<file path="config.mk">
export PLATFORM = sky130hd
export DESIGN_NAME = local_bridge_flat
export DESIGN_NICKNAME = d
export VERILOG_FILES = /design/src/inc/local_if_pkg.sv /design/src/inc/local_if_bus.sv /design/src/design/local_bridge.sv /design/src/flat_wrapper.sv
export VERILOG_INCLUDE_DIRS = /design/src /design/src/inc
export SDC_FILE = /design/constraint.sdc
export NUM_CORES = 1
export LEC_CHECK = 0
export ABC_AREA = 1
export BUFFER_PORTS_ARGS = -buffer_cell sky130_fd_sc_hd__clkbuf_2
export CAP_MARGIN = 30
export CORE_AREA = 2 2 344 346
export DETAILED_ROUTE_END_ITERATION = 10
export DIE_AREA = 0 0 346 348
export MAX_ROUTING_LAYER = met4
export PLACE_DENSITY_LB_ADDON = 0.1
export SLEW_MARGIN = 20
export SYNTH_ARGS = -nofsm -noshare
export SYNTH_HDL_FRONTEND = slang
export SYNTH_SLANG_ARGS = --single-unit
</file>
<file path="constraint.sdc">
create_clock -name hclk -period 3.84 [get_ports hclk]
set_input_delay 0.576 -clock hclk [delete_from_list [all_inputs] [get_ports hclk]]
set_output_delay 0.576 -clock hclk [all_outputs]
set_load 0.02 [all_outputs]
</file>
<file path="src/inc/local_if_defines.svh">
`ifndef LOCAL_IF_DEFINES_SVH
`define LOCAL_IF_DEFINES_SVH
// ******************************************************************
// timing
// ******************************************************************
`define HCLK_PERIOD_NS   10
`define MAIN_CLOCK_MHZ   40
`define RST_PULSE_NS     100
// ******************************************************************
// bridge registers (ahb byte offsets)
// ******************************************************************
`define BR_LADDR   5'h00
`define BR_CTRL    5'h04
`define BR_WR16    5'h08
`define BR_WR32    5'h0C
`define BR_RD16    5'h10
`define BR_RD32    5'h14
`define BR_RESET   5'h18
`define BR_STATUS  5'h1C
`define BR_ACCESS_BIT 0
`define BR_HALF_STEP  16'h0002
// ******************************************************************
// user registers (local 16-bit addresses)
// ******************************************************************
`define UR_SCRATCH   16'h0000
`define UR_A_LO      16'h0002
`define UR_A_HI      16'h0004
`define UR_B_LO      16'h0006
`define UR_B_HI      16'h0008
`define UR_C_LO      16'h000A
`define UR_C_HI      16'h000C
`define UR_COAX      16'h000E
`define UR_EXP_CTRL  16'h0012
`define UR_EXP_IDENT 16'h0014
`define UR_DCFG      16'h0016
`define UR_DSTAT     16'h0018
`define UR_DDRIVE    16'h001A
`define UR_SPARE     16'h001C
`define UR_LED       16'h001E
`define UR_EXP_OUT   16'h0020
`define UR_EXP_IN    16'h0040
`define UR_EXP_SPAN  16'h000C
`define SCRATCH_RST  16'hA5C3
`define DCFG_WE_BIT  10
`define PIN_W        195
`endif

</file>
<file path="src/inc/local_if_pkg.sv">
`default_nettype none
`include "local_if_defines.svh"
package local_if_pkg;
  typedef enum logic [7:0] {
    ST_IDLE   = 8'h01,
    ST_SET_LO = 8'h02,
    ST_RD_LO  = 8'h04,
    ST_SET_HI = 8'h08,
    ST_RD_HI  = 8'h10,
    ST_WR_LO  = 8'h20,
    ST_WR_HI  = 8'h40,
    ST_DONE   = 8'h80
  } bridge_state_t;

  typedef struct packed {
    bridge_state_t        st;
    logic                 ph_valid;
    logic                 ph_write;
    logic [4:0]           ph_addr;
    logic                 two_halves;
    logic [15:0]          laddr;
    logic                 access_en;
    logic [31:0]          wdata;
    logic [31:0]          hrdata;
    logic [7:0]           rst_cnt;
    logic [7:0]           red_cnt;
    logic [7:0]           green_cnt;
    logic [`PIN_W-1:0]    pin_s1;
    logic [`PIN_W-1:0]    pin_s2;
  } bridge_state_s_t;

  typedef struct packed {
    logic [15:0]          scratch;
    logic [31:0]          c_out;
    logic [3:0]           coax;
    logic [5:0]           exp_ctrl;
    logic [2:0][31:0]     exp_out;
    logic [10:0]          dcfg;
    logic [3:0]           ddrive;
    logic [12:0]          spare;
    logic                 red;
    logic                 green;
    logic [15:0]          rdata;
  } user_state_t;
endpackage : local_if_pkg
`default_nettype wire

</file>
<file path="src/inc/local_if_bus.sv">
`default_nettype none
interface local_if_bus;
  logic             local_reset_n;
  logic             reg_write_strobe;
  logic             reg_read_strobe;
  logic [15:0]      reg_address;
  logic [15:0]      reg_write_data;
  logic [15:0]      reg_read_data;
  logic             user_access_valid;
  logic [31:0]      port_a_in;
  logic [31:0]      port_b_in;
  logic [31:0]      port_c_out;
  logic             coax_level_select;
  logic             coax_direction;
  logic [1:0]       coax_out;
  logic [1:0]       coax_in;
  logic [2:0][31:0] exp_in;
  logic [2:0][31:0] exp_out;
  logic [2:0]       exp_direction;
  logic             exp0_level_select;
  logic             exp1_level_select;
  logic             exp2_level_select;
  logic [2:0]       exp0_board_ident;
  logic [2:0]       exp1_board_ident;
  logic [2:0]       exp2_board_ident;
  logic             delay_cfg_write_enable;
  logic             delay_cfg_line_select;
  logic [7:0]       delay_cfg_read_data;
  logic [7:0]       delay_cfg_write_data;
  logic             delay_cfg_direction;
  logic             delay_line0_output;
  logic             delay_line1_output;
  logic             delay_osc0_output;
  logic             delay_osc1_output;
  logic             delay_line0_input;
  logic             delay_line1_input;
  logic             delay_osc0_gate;
  logic             delay_osc1_gate;
  logic [11:0]      spare_out;
  logic [11:0]      spare_in;
  logic             spare_direction;
  logic             led_red_blink;
  logic             led_green_blink;

  modport bridge (
    output local_reset_n, reg_write_strobe, reg_read_strobe, reg_address,
    output reg_write_data, user_access_valid, port_a_in, port_b_in,
    output coax_in, exp_in, exp0_board_ident, exp1_board_ident,
    output exp2_board_ident, delay_cfg_read_data, delay_line0_output,
    output delay_line1_output, delay_osc0_output, delay_osc1_output,
    output spare_in,
    input  reg_read_data, port_c_out, coax_level_select, coax_direction,
    input  coax_out, exp_out, exp_direction, exp0_level_select,
    input  exp1_level_select, exp2_level_select, delay_cfg_write_enable,
    input  delay_cfg_line_select, delay_cfg_write_data,
    input  delay_cfg_direction, delay_line0_input, delay_line1_input,
    input  delay_osc0_gate, delay_osc1_gate, spare_out, spare_direction,
    input  led_red_blink, led_green_blink
  );
  modport user (
    input  local_reset_n, reg_write_strobe, reg_read_strobe, reg_address,
    input  reg_write_data, user_access_valid, port_a_in, port_b_in,
    input  coax_in, exp_in, exp0_board_ident, exp1_board_ident,
    input  exp2_board_ident, delay_cfg_read_data, delay_line0_output,
    input  delay_line1_output, delay_osc0_output, delay_osc1_output,
    input  spare_in,
    output reg_read_data, port_c_out, coax_level_select, coax_direction,
    output coax_out, exp_out, exp_direction, exp0_level_select,
    output exp1_level_select, exp2_level_select, delay_cfg_write_enable,
    output delay_cfg_line_select, delay_cfg_write_data,
    output delay_cfg_direction, delay_line0_input, delay_line1_input,
    output delay_osc0_gate, delay_osc1_gate, spare_out, spare_direction,
    output led_red_blink, led_green_blink
  );
endinterface : local_if_bus
`default_nettype wire

</file>
<file path="src/design/local_bridge.sv">
// Decided for this implementation: the register addresses and the AHB-Lite register port.
`default_nettype none
`include "local_if_defines.svh"
module local_bridge (
  input  wire logic        hclk,
  input  wire logic        hresetn,
  input  wire logic        ce,
  input  wire logic        hsel,
  input  wire logic [31:0] haddr,
  input  wire logic [1:0]  htrans,
  input  wire logic        hwrite,
  input  wire logic [2:0]  hsize,
  input  wire logic [31:0] hwdata,
  input  wire logic        hready,
  output logic             hreadyout,
  output logic             hresp,
  output logic [31:0]      hrdata,
  input  wire logic [`PIN_W-1:0] pins_in,
  output logic [31:0]      pin_port_c,
  output logic [1:0]       pin_coax_out,
  output logic [2:0]       pin_coax_ctrl,
  output logic [2:0][31:0] pin_exp_out,
  output logic [5:0]       pin_exp_ctrl,
  output logic [10:0]      pin_delay_cfg,
  output logic [3:0]       pin_delay_drive,
  output logic [12:0]      pin_spare,
  output logic [1:0]       pin_led,
  local_if_bus.bridge      lb
);
  localparam int RST_CYC_I = (`RST_PULSE_NS + `HCLK_PERIOD_NS - 1)
                             / `HCLK_PERIOD_NS;
  localparam logic [7:0] RST_CYC = 8'(RST_CYC_I);

  local_if_pkg::bridge_state_s_t r;
  local_if_pkg::bridge_state_s_t n;
  logic data_rd;
  logic [`PIN_W-1:0] p;

  // ****************************************************************
  // ahb-lite slave handshake
  // ****************************************************************
  // a read of the forwarding words stalls until the low half, or for RD32 both halves, came back
  assign data_rd   = r.ph_valid && !r.ph_write &&
                     (r.ph_addr == `BR_RD16 || r.ph_addr == `BR_RD32);
  assign hreadyout = (r.st == local_if_pkg::ST_DONE) ||
                     (r.st == local_if_pkg::ST_IDLE && !data_rd);
  assign hresp     = 1'b0;
  assign hrdata    = r.hrdata;

  // ****************************************************************
  // local side drive
  // ****************************************************************
  assign p = r.pin_s2;
  assign lb.local_reset_n     = (r.rst_cnt == 8'h00);
  assign lb.user_access_valid = r.access_en;
  assign lb.reg_write_strobe  = (r.st == local_if_pkg::ST_WR_LO) ||
                                (r.st == local_if_pkg::ST_WR_HI);
  assign lb.reg_read_strobe   = (r.st == local_if_pkg::ST_RD_LO) ||
                                (r.st == local_if_pkg::ST_RD_HI);
  // high half sits one half-word above the low one
  assign lb.reg_address = (r.st == local_if_pkg::ST_SET_HI ||
                           r.st == local_if_pkg::ST_RD_HI ||
                           r.st == local_if_pkg::ST_WR_HI) ?
                          r.laddr + `BR_HALF_STEP : r.laddr;
  assign lb.reg_write_data = (r.st == local_if_pkg::ST_WR_HI) ?
                             r.wdata[31:16] : r.wdata[15:0];
  // synchronised board inputs
  assign lb.port_a_in           = p[194:163];
  assign lb.port_b_in           = p[162:131];
  assign lb.coax_in             = p[130:129];
  assign lb.exp_in              = p[128:33];
  assign lb.exp0_board_ident    = p[32:30];
  assign lb.exp1_board_ident    = p[29:27];
  assign lb.exp2_board_ident    = p[26:24];
  assign lb.delay_cfg_read_data = p[23:16];
  assign lb.delay_line0_output  = p[15];
  assign lb.delay_line1_output  = p[14];
  assign lb.delay_osc0_output   = p[13];
  assign lb.delay_osc1_output   = p[12];
  assign lb.spare_in            = p[11:0];
  // user-driven levels go straight out to the pins
  assign pin_port_c      = lb.port_c_out;
  assign pin_coax_out    = lb.coax_out;
  assign pin_coax_ctrl   = {1'b0, lb.coax_direction, lb.coax_level_select};
  assign pin_exp_out     = lb.exp_out;
  assign pin_exp_ctrl    = {lb.exp2_level_select, lb.exp1_level_select,
                            lb.exp0_level_select, lb.exp_direction};
  assign pin_delay_cfg   = {lb.delay_cfg_direction, lb.delay_cfg_line_select,
                            lb.delay_cfg_write_enable,
                            lb.delay_cfg_write_data};
  assign pin_delay_drive = {lb.delay_osc1_gate, lb.delay_osc0_gate,
                            lb.delay_line1_input, lb.delay_line0_input};
  assign pin_spare       = {lb.spare_direction, lb.spare_out};
  assign pin_led         = {lb.led_green_blink, lb.led_red_blink};

  // ****************************************************************
  // next state
  // ****************************************************************
  always_comb begin
    n = r;
    n.pin_s1 = pins_in;
    n.pin_s2 = r.pin_s1;
    if (r.rst_cnt != 8'h00) begin
      n.rst_cnt = r.rst_cnt - 8'h01;
    end
    // counters wrap; software takes differences
    if (lb.led_red_blink) begin
      n.red_cnt = r.red_cnt + 8'h01;
    end
    if (lb.led_green_blink) begin
      n.green_cnt = r.green_cnt + 8'h01;
    end
    case (r.st)
      local_if_pkg::ST_IDLE: begin
        if (r.ph_valid && r.ph_write) begin
          if (r.ph_addr == `BR_LADDR) begin
            n.laddr = hwdata[15:0];
          end else if (r.ph_addr == `BR_CTRL) begin
            n.access_en = hwdata[`BR_ACCESS_BIT];
          end else if (r.ph_addr == `BR_WR16 || r.ph_addr == `BR_WR32) begin
            n.wdata      = hwdata;
            n.two_halves = (r.ph_addr == `BR_WR32);
            n.st         = local_if_pkg::ST_WR_LO;
          end else if (r.ph_addr == `BR_RESET) begin
            n.rst_cnt = RST_CYC;
          end
        end else if (data_rd) begin
          n.two_halves = (r.ph_addr == `BR_RD32);
          n.hrdata     = 32'h0000_0000;
          n.st         = local_if_pkg::ST_SET_LO;
        end
      end
      local_if_pkg::ST_SET_LO: n.st = local_if_pkg::ST_RD_LO;
      local_if_pkg::ST_RD_LO: begin
        n.hrdata[15:0] = lb.reg_read_data;
        n.st = r.two_halves ? local_if_pkg::ST_SET_HI : local_if_pkg::ST_DONE;
      end
      local_if_pkg::ST_SET_HI: n.st = local_if_pkg::ST_RD_HI;
      local_if_pkg::ST_RD_HI: begin
        n.hrdata[31:16] = lb.reg_read_data;
        n.st = local_if_pkg::ST_DONE;
      end
      local_if_pkg::ST_WR_LO: begin
        n.st = r.two_halves ? local_if_pkg::ST_WR_HI : local_if_pkg::ST_IDLE;
      end
      local_if_pkg::ST_WR_HI: n.st = local_if_pkg::ST_IDLE;
      default: n.st = local_if_pkg::ST_IDLE;
    endcase
    if (r.st == local_if_pkg::ST_DONE) begin
      n.ph_valid = 1'b0;
    end
    // address phase taken only when the bus is ready
    if (hready && hreadyout) begin
      n.ph_valid = hsel && htrans[1];
      n.ph_write = hwrite;
      n.ph_addr  = haddr[4:0];
      if (hsel && htrans[1] && !hwrite) begin
        if (haddr[4:0] == `BR_LADDR) begin
          n.hrdata = {16'h0000, n.laddr};
        end else if (haddr[4:0] == `BR_CTRL) begin
          n.hrdata = {31'h0, n.access_en};
        end else if (haddr[4:0] == `BR_STATUS) begin
          n.hrdata = {15'h0, (r.rst_cnt != 8'h00), r.green_cnt, r.red_cnt};
        end else begin
          n.hrdata = 32'h0000_0000;
        end
      end
    end
  end

  // single register stage; hclk is timed as the 10 ns (100 MHz) clock of HCLK_PERIOD_NS
  always_ff @(posedge hclk or negedge hresetn) begin
    if (!hresetn) begin
      r    <= '0;
      r.st <= local_if_pkg::ST_IDLE;
    end else if (ce) begin
      r <= n;
    end
  end
endmodule : local_bridge
`default_nettype wire

</file>
<file path="src/flat_wrapper.sv">
// flat-port wrapper written by rule: the top's interface ports become plain ports
module local_bridge_flat 
  (hclk, hresetn, ce, hsel, haddr, htrans, hwrite, hsize, hwdata, hready, hreadyout, hresp, hrdata, pins_in, pin_port_c, pin_coax_out, pin_coax_ctrl, pin_exp_out, pin_exp_ctrl, pin_delay_cfg, pin_delay_drive, pin_spare, pin_led, lb_local_reset_n, lb_reg_write_strobe, lb_reg_read_strobe, lb_reg_address, lb_reg_write_data, lb_user_access_valid, lb_port_a_in, lb_port_b_in, lb_coax_in, lb_exp_in, lb_exp0_board_ident, lb_exp1_board_ident, lb_exp2_board_ident, lb_delay_cfg_read_data, lb_delay_line0_output, lb_delay_line1_output, lb_delay_osc0_output, lb_delay_osc1_output, lb_spare_in, lb_reg_read_data, lb_port_c_out, lb_coax_level_select, lb_coax_direction, lb_coax_out, lb_exp_out, lb_exp_direction, lb_exp0_level_select, lb_exp1_level_select, lb_exp2_level_select, lb_delay_cfg_write_enable, lb_delay_cfg_line_select, lb_delay_cfg_write_data, lb_delay_cfg_direction, lb_delay_line0_input, lb_delay_line1_input, lb_delay_osc0_gate, lb_delay_osc1_gate, lb_spare_out, lb_spare_direction, lb_led_red_blink, lb_led_green_blink);
  local_if_bus lb_i ();
  input  wire logic hclk;
  input  wire logic hresetn;
  input  wire logic ce;
  input  wire logic hsel;
  input  wire logic [31:0] haddr;
  input  wire logic [1:0] htrans;
  input  wire logic hwrite;
  input  wire logic [2:0] hsize;
  input  wire logic [31:0] hwdata;
  input  wire logic hready;
  output logic hreadyout;
  output logic hresp;
  output logic [31:0] hrdata;
  input  wire logic [`PIN_W-1:0] pins_in;
  output logic [31:0] pin_port_c;
  output logic [1:0] pin_coax_out;
  output logic [2:0] pin_coax_ctrl;
  output logic [2:0][31:0] pin_exp_out;
  output logic [5:0] pin_exp_ctrl;
  output logic [10:0] pin_delay_cfg;
  output logic [3:0] pin_delay_drive;
  output logic [12:0] pin_spare;
  output logic [1:0] pin_led;
  output wire logic [$bits(lb_i.local_reset_n)-1:0] lb_local_reset_n;
  output wire logic [$bits(lb_i.reg_write_strobe)-1:0] lb_reg_write_strobe;
  output wire logic [$bits(lb_i.reg_read_strobe)-1:0] lb_reg_read_strobe;
  output wire logic [$bits(lb_i.reg_address)-1:0] lb_reg_address;
  output wire logic [$bits(lb_i.reg_write_data)-1:0] lb_reg_write_data;
  output wire logic [$bits(lb_i.user_access_valid)-1:0] lb_user_access_valid;
  output wire logic [$bits(lb_i.port_a_in)-1:0] lb_port_a_in;
  output wire logic [$bits(lb_i.port_b_in)-1:0] lb_port_b_in;
  output wire logic [$bits(lb_i.coax_in)-1:0] lb_coax_in;
  output wire logic [$bits(lb_i.exp_in)-1:0] lb_exp_in;
  output wire logic [$bits(lb_i.exp0_board_ident)-1:0] lb_exp0_board_ident;
  output wire logic [$bits(lb_i.exp1_board_ident)-1:0] lb_exp1_board_ident;
  output wire logic [$bits(lb_i.exp2_board_ident)-1:0] lb_exp2_board_ident;
  output wire logic [$bits(lb_i.delay_cfg_read_data)-1:0] lb_delay_cfg_read_data;
  output wire logic [$bits(lb_i.delay_line0_output)-1:0] lb_delay_line0_output;
  output wire logic [$bits(lb_i.delay_line1_output)-1:0] lb_delay_line1_output;
  output wire logic [$bits(lb_i.delay_osc0_output)-1:0] lb_delay_osc0_output;
  output wire logic [$bits(lb_i.delay_osc1_output)-1:0] lb_delay_osc1_output;
  output wire logic [$bits(lb_i.spare_in)-1:0] lb_spare_in;
  input wire logic [$bits(lb_i.reg_read_data)-1:0] lb_reg_read_data;
  input wire logic [$bits(lb_i.port_c_out)-1:0] lb_port_c_out;
  input wire logic [$bits(lb_i.coax_level_select)-1:0] lb_coax_level_select;
  input wire logic [$bits(lb_i.coax_direction)-1:0] lb_coax_direction;
  input wire logic [$bits(lb_i.coax_out)-1:0] lb_coax_out;
  input wire logic [$bits(lb_i.exp_out)-1:0] lb_exp_out;
  input wire logic [$bits(lb_i.exp_direction)-1:0] lb_exp_direction;
  input wire logic [$bits(lb_i.exp0_level_select)-1:0] lb_exp0_level_select;
  input wire logic [$bits(lb_i.exp1_level_select)-1:0] lb_exp1_level_select;
  input wire logic [$bits(lb_i.exp2_level_select)-1:0] lb_exp2_level_select;
  input wire logic [$bits(lb_i.delay_cfg_write_enable)-1:0] lb_delay_cfg_write_enable;
  input wire logic [$bits(lb_i.delay_cfg_line_select)-1:0] lb_delay_cfg_line_select;
  input wire logic [$bits(lb_i.delay_cfg_write_data)-1:0] lb_delay_cfg_write_data;
  input wire logic [$bits(lb_i.delay_cfg_direction)-1:0] lb_delay_cfg_direction;
  input wire logic [$bits(lb_i.delay_line0_input)-1:0] lb_delay_line0_input;
  input wire logic [$bits(lb_i.delay_line1_input)-1:0] lb_delay_line1_input;
  input wire logic [$bits(lb_i.delay_osc0_gate)-1:0] lb_delay_osc0_gate;
  input wire logic [$bits(lb_i.delay_osc1_gate)-1:0] lb_delay_osc1_gate;
  input wire logic [$bits(lb_i.spare_out)-1:0] lb_spare_out;
  input wire logic [$bits(lb_i.spare_direction)-1:0] lb_spare_direction;
  input wire logic [$bits(lb_i.led_red_blink)-1:0] lb_led_red_blink;
  input wire logic [$bits(lb_i.led_green_blink)-1:0] lb_led_green_blink;
  assign lb_local_reset_n = lb_i.local_reset_n;
  assign lb_reg_write_strobe = lb_i.reg_write_strobe;
  assign lb_reg_read_strobe = lb_i.reg_read_strobe;
  assign lb_reg_address = lb_i.reg_address;
  assign lb_reg_write_data = lb_i.reg_write_data;
  assign lb_user_access_valid = lb_i.user_access_valid;
  assign lb_port_a_in = lb_i.port_a_in;
  assign lb_port_b_in = lb_i.port_b_in;
  assign lb_coax_in = lb_i.coax_in;
  assign lb_exp_in = lb_i.exp_in;
  assign lb_exp0_board_ident = lb_i.exp0_board_ident;
  assign lb_exp1_board_ident = lb_i.exp1_board_ident;
  assign lb_exp2_board_ident = lb_i.exp2_board_ident;
  assign lb_delay_cfg_read_data = lb_i.delay_cfg_read_data;
  assign lb_delay_line0_output = lb_i.delay_line0_output;
  assign lb_delay_line1_output = lb_i.delay_line1_output;
  assign lb_delay_osc0_output = lb_i.delay_osc0_output;
  assign lb_delay_osc1_output = lb_i.delay_osc1_output;
  assign lb_spare_in = lb_i.spare_in;
  assign lb_i.reg_read_data = lb_reg_read_data;
  assign lb_i.port_c_out = lb_port_c_out;
  assign lb_i.coax_level_select = lb_coax_level_select;
  assign lb_i.coax_direction = lb_coax_direction;
  assign lb_i.coax_out = lb_coax_out;
  assign lb_i.exp_out = lb_exp_out;
  assign lb_i.exp_direction = lb_exp_direction;
  assign lb_i.exp0_level_select = lb_exp0_level_select;
  assign lb_i.exp1_level_select = lb_exp1_level_select;
  assign lb_i.exp2_level_select = lb_exp2_level_select;
  assign lb_i.delay_cfg_write_enable = lb_delay_cfg_write_enable;
  assign lb_i.delay_cfg_line_select = lb_delay_cfg_line_select;
  assign lb_i.delay_cfg_write_data = lb_delay_cfg_write_data;
  assign lb_i.delay_cfg_direction = lb_delay_cfg_direction;
  assign lb_i.delay_line0_input = lb_delay_line0_input;
  assign lb_i.delay_line1_input = lb_delay_line1_input;
  assign lb_i.delay_osc0_gate = lb_delay_osc0_gate;
  assign lb_i.delay_osc1_gate = lb_delay_osc1_gate;
  assign lb_i.spare_out = lb_spare_out;
  assign lb_i.spare_direction = lb_spare_direction;
  assign lb_i.led_red_blink = lb_led_red_blink;
  assign lb_i.led_green_blink = lb_led_green_blink;
  local_bridge u_core (.hclk(hclk), .hresetn(hresetn), .ce(ce), .hsel(hsel), .haddr(haddr), .htrans(htrans), .hwrite(hwrite), .hsize(hsize), .hwdata(hwdata), .hready(hready), .hreadyout(hreadyout), .hresp(hresp), .hrdata(hrdata), .pins_in(pins_in), .pin_port_c(pin_port_c), .pin_coax_out(pin_coax_out), .pin_coax_ctrl(pin_coax_ctrl), .pin_exp_out(pin_exp_out), .pin_exp_ctrl(pin_exp_ctrl), .pin_delay_cfg(pin_delay_cfg), .pin_delay_drive(pin_delay_drive), .pin_spare(pin_spare), .pin_led(pin_led), .lb(lb_i));
endmodule
</file>
==> summary.md <==
| Metric | Value |
|---|---|
| Inserted Clock Buffers | `70` |
| Max capacitance violation total | `0` |
| DRC errors left | `0` |
| Die ar. | `120,000 sq um` |
| Via count | `17,400` |
| Synthesized area | `24,100 sq um` |
| Register share of total power | `roughly two fifths` |
| Sum of overflow across all layers after global routing | `0` |
| Required arrival time at the worst endpoint | `3.26 ns` |
| Slew of the pin with the lowest slew margin | `slightly below 1 ns` |
| Initial antenna violation count | `7` |
| TritonCTS clock tree | `done` |
| Count of cell types in the netlist | `37` |
| Kind of launch point of the worst setup path | `flip-flop` |
| Minimum clock period | `3.34 ns` |
| Combinational fraction of design power | `20.9%` |
| Number of instances in the synthesized netlist | `2,837` |
| Post-route core utilization | `between 20% and 30%` |
| Post-layout nets | `3,407` |
| Clock network fraction of design power | `38.7%` |
| Global-route usage over all layers | `13.1%` |
| Met1 routing resource usage after global routing | `15.6%` |
| Wire length of the first global-routing pass | `116,000 microns` |
| Horizontal die dimension | `346 microns` |
| Initial core utilization | `20.6%` |
| Kind of critical path | `reg -> out` |
| Class of the worst hold path | `in -> reg` |
| Sequential cell area fraction in the yosys report | `~53%` |
| Smallest hold slack | `0.147 ns` |
| Critical Path End Type | `output pin` |
| Site row count | `126` |
| Standby leakage power | `14.6 nW` |
| Core outline area | `117,000 sq um` |
| Vias per std cell | `3.83` |
| Buffer type at the clock tree root | `sky130_fd_sc_hd__clkbuf_16` |
| Crit path setup slack, layout | `0.500 ns` |
| Fraction of synthesized cell area taken by the top area cell type | `53.0%` |
| Top cell type by total area after synthesis | `sky130_fd_sc_hd__dfrtp_1` |
| Largest cells by area after synthesis | `sky130_fd_sc_hd__dfrtp_1, sky130_fd_sc_hd__nand2_1, sky130_fd_sc_hd__buf_4` |
| Number of register bits inferred by synthesis | `511` |
| Clock net sink count | `511` |
| Layout cell share with drive strength beyond 1 | `22.8%` |
| Fin. max-slew vios | `0` |
| Switching Power | `5.52 mW` |
| Number of instances in the placed design | `4,411` |
| Buffers from clock root to sink, at most | `3` |
| Result of the run | `finished, final reports clean` |
| Setup total negative slack | `0 ns` |
| Clock latency at the later pin of the worst-skew pair | `around 0.62 ns` |
| Syn_area_per_cell | `8.49 sq um` |
| Design internal power | `roughly 11 mW` |
| Count of non-filler cells in the finished layout | `4,545` |
| Clock transition at path regs | `roughly 0.060 ns` |
| Total power per unit cell area | `~600 nW/um^2` |
| Detail-routed net length per standard cell | `17.1 microns` |
| GR peak layer | `met2` |
| Antenna-violating nets left | `0` |
| Maximum number of pins on one net before global-route repair | `187` |
| Largest fanout on the critical path | `15` |
| CP Data Arrival Time | `2.76 ns` |
| Number of primary I/O pins | `between 800 and 900` |
| Switching portion of total power | `33.1%` |
| Wire length after detailed routing | `77,600 microns` |
| Number of global-route vias before repair | `17,700` |
| Total setup buffers inserted after CTS | `0` |
| Peak clock frequency supported by timing | `roughly 0.3 GHz` |
| Total count of hold-check failures in the final report | `0` |
| I/O Buffers | `roughly 520` |
| Height of the chip | `around 350 microns` |
| RSZ-0062 raised after global routing | `no` |
| Number of warnings printed during yosys synthesis | `0` |
| Worst-case setup slack after placement | `1.13 ns` |
| Max transition margin | `34.2%` |
| Met3 usage in global routing | `3.94%` |
| H-tree depth | `3` |
| Detailed-routing iteration count for the pre-antenna-repair pass | `5` |
| Final setup violation count | `0` |
| Met2 usage | `20.9%` |
| Worst ir drop on vdd | `0.000252 V` |
| Violation count after the first detailed-route iteration | `955` |
| GP Congestion | `0.749` |
| Synthesis-to-finish area growth | `15.5%` |
| Maximum clock skew at final layout | `0.0249 ns` |
| Placed wire-length estimate after detailed placement | `54,300 microns` |
| Final critical-path share of the clock period | `87.0%` |
## cell usage in the layout (no fill, tap or decap), types with 3 or more instances in the layout
cell,Yosys,routed
sky130_fd_sc_hd__nor2_1,99,99
sky130_fd_sc_hd__buf_12,0,11
sky130_fd_sc_hd__clkinv_2,0,12
sky130_fd_sc_hd__o22ai_1,5,5
sky130_fd_sc_hd__o211ai_1,31,31
sky130_fd_sc_hd__clkbuf_8,0,11
sky130_fd_sc_hd__nor2_2,3,3
sky130_fd_sc_hd__o21ai_0,233,233
sky130_fd_sc_hd__a21oi_1,38,38
sky130_fd_sc_hd__dfrtp_1,510,510
sky130_fd_sc_hd__inv_1,179,179
sky130_fd_sc_hd__nand2_2,7,7
sky130_fd_sc_hd__mux2_1,14,14
sky130_fd_sc_hd__clkbuf_1,78,23
sky130_fd_sc_hd__ha_1,5,5
sky130_fd_sc_hd__nand3_1,48,48
sky130_fd_sc_hd__o21ai_1,5,5
sky130_fd_sc_hd__bufinv_16,0,4
sky130_fd_sc_hd__diode_2,0,7
sky130_fd_sc_hd__clkbuf_2,0,520
sky130_fd_sc_hd__clkbuf_16,0,70
sky130_fd_sc_hd__nand4_1,14,14
sky130_fd_sc_hd__nand2_1,1066,1066
sky130_fd_sc_hd__clkinv_8,0,3
sky130_fd_sc_hd__buf_4,397,19
sky130_fd_sc_hd__nand2_4,3,3
sky130_fd_sc_hd__nor3_1,9,9
sky130_fd_sc_hd__xor2_1,30,30
sky130_fd_sc_hd__nor2_4,3,3
## flip-flops by register name, indices dropped and copies added, names as in the netlist
| name | flops |
|---|---|
| u_core.n | 195 |
| u_core.r | 88 |
| u_core.lb.user_access_valid | 1 |
| u_core.p | 195 |
| u_core.hrdata | 32 |
## metal layers
| metal | part of all wire [%] | wire length [microns] | up-vias |
|---|---|---|---|
| met5 | 0 | 0 | - |
| met4 | 2.5 | 1930 | 0 |
| met3 | 6.8 | 5250 | 128 |
| met2 | 48 | 37300 | 458 |
| met1 | 43 | 33100 | 8160 |
| li1 | - | - | 8650 |
## metrics by stage
stage                     instance area, sq um  power, mW
after floorplan                          24100       9.58
after global placement                   25600       10.4
after detailed placement                 25600       10.4
after CTS                                27800       17.1
after global routing                     27800       17.8
final                                    27800       16.7
## kinds of logic (layout without fill, tap and decap cells)
logic type | after synthesis | after routing | share of synthesized area (%)
simple gates | 1263 | 1263 | 20.7
buf+inv | 698 | 862 | 17.2
compound gates | 314 | 314 | 6.89
flops | 511 | 511 | 53.1
mux | 15 | 15 | 0.701
fa+ha+maj | 5 | 5 | 0.260
xor+xnor | 30 | 30 | 1.09
other cells | 1 | 9 | 0.0156
## repair_timing
| item | CTS | global route |
|---|---|---|
| resized for setup | 0 | 0 |
| hold buffers | 1 | 0 |
| endpoints found under the hold margin | 42 | 0 |
## path summary, 6_finish.rpt
check,from,end,slack [ns],cells past startpoint
min in group asynchronous,hresetn,u_core.r[456]$_DFFE_PN0P_,0.52,2
setup reg to reg,u_core.r[503]$_DFFE_PN1P_,u_core.hrdata[13]$_DFFE_PN0P_,1.38,9
hold reg to reg,u_core.n[128]$_DFFE_PN0P_,u_core.p[128]$_DFFE_PN0P_,0.45,2
hold / removal,pins_in[115],u_core.n[115]$_DFFE_PN0P_,0.15,3
max in group asynchronous,hresetn,u_core.n[167]$_DFFE_PN0P_,2.28,4
setup / recovery,u_core.r[508]$_DFFE_PN0P_,lb_reg_address[11],0.50,9
## critical path: stages, from the launching register on
cell	delay, ns
sky130_fd_sc_hd__dfrtp_1	0.43
sky130_fd_sc_hd__nor2_4	0.19
sky130_fd_sc_hd__nand2_4	0.10
sky130_fd_sc_hd__inv_1	0.12
sky130_fd_sc_hd__nand4_1	0.17
sky130_fd_sc_hd__nand3_2	0.32
sky130_fd_sc_hd__nand3_1	0.20
sky130_fd_sc_hd__nor2_1	0.16
sky130_fd_sc_hd__xor2_1	0.22
sky130_fd_sc_hd__clkbuf_2	0.23
## power groups by stage
stage	Clock, mW	Sequential (mW)	Combinational (mW)
after floorplan	0	6.68	2.90
after global placement	0	6.82	3.60
after detailed placement	0	6.83	3.58
after CTS	6.78	6.74	3.59
after global routing	6.99	6.84	3.93
final	6.46	6.73	3.49
## final cells by class
class                      count  area, sq um
multi-input combinational   1629         7160
antenna                        7         17.5
fill                       13000        89200
tap                         1536         1920
inverter                     183          694
clock buffer                 104         1990
timing repair buffer         553         3010
sequential                   511        12800
clock inverter                22          253
## cell usage after synthesis, drive strengths merged
| cell | instances |
|---|---|
| ha | 5 |
| o22ai | 5 |
| nor3 | 10 |
| clkinv | 1 |
| o31ai | 2 |
| inv | 182 |
| clkbuf | 78 |
| o21ai | 238 |
| dfrtp | 510 |
| conb | 1 |
| nor4 | 3 |
| nand4 | 14 |
| nor2 | 106 |
| a21oi | 38 |
| or2 | 3 |
| buf | 437 |
| nand3 | 51 |
| mux2 | 15 |
| nand2 | 1076 |
| dfstp | 1 |
| o211ai | 31 |
| xor2 | 30 |
No activity file was read; power rests on OpenSTA's default activity.
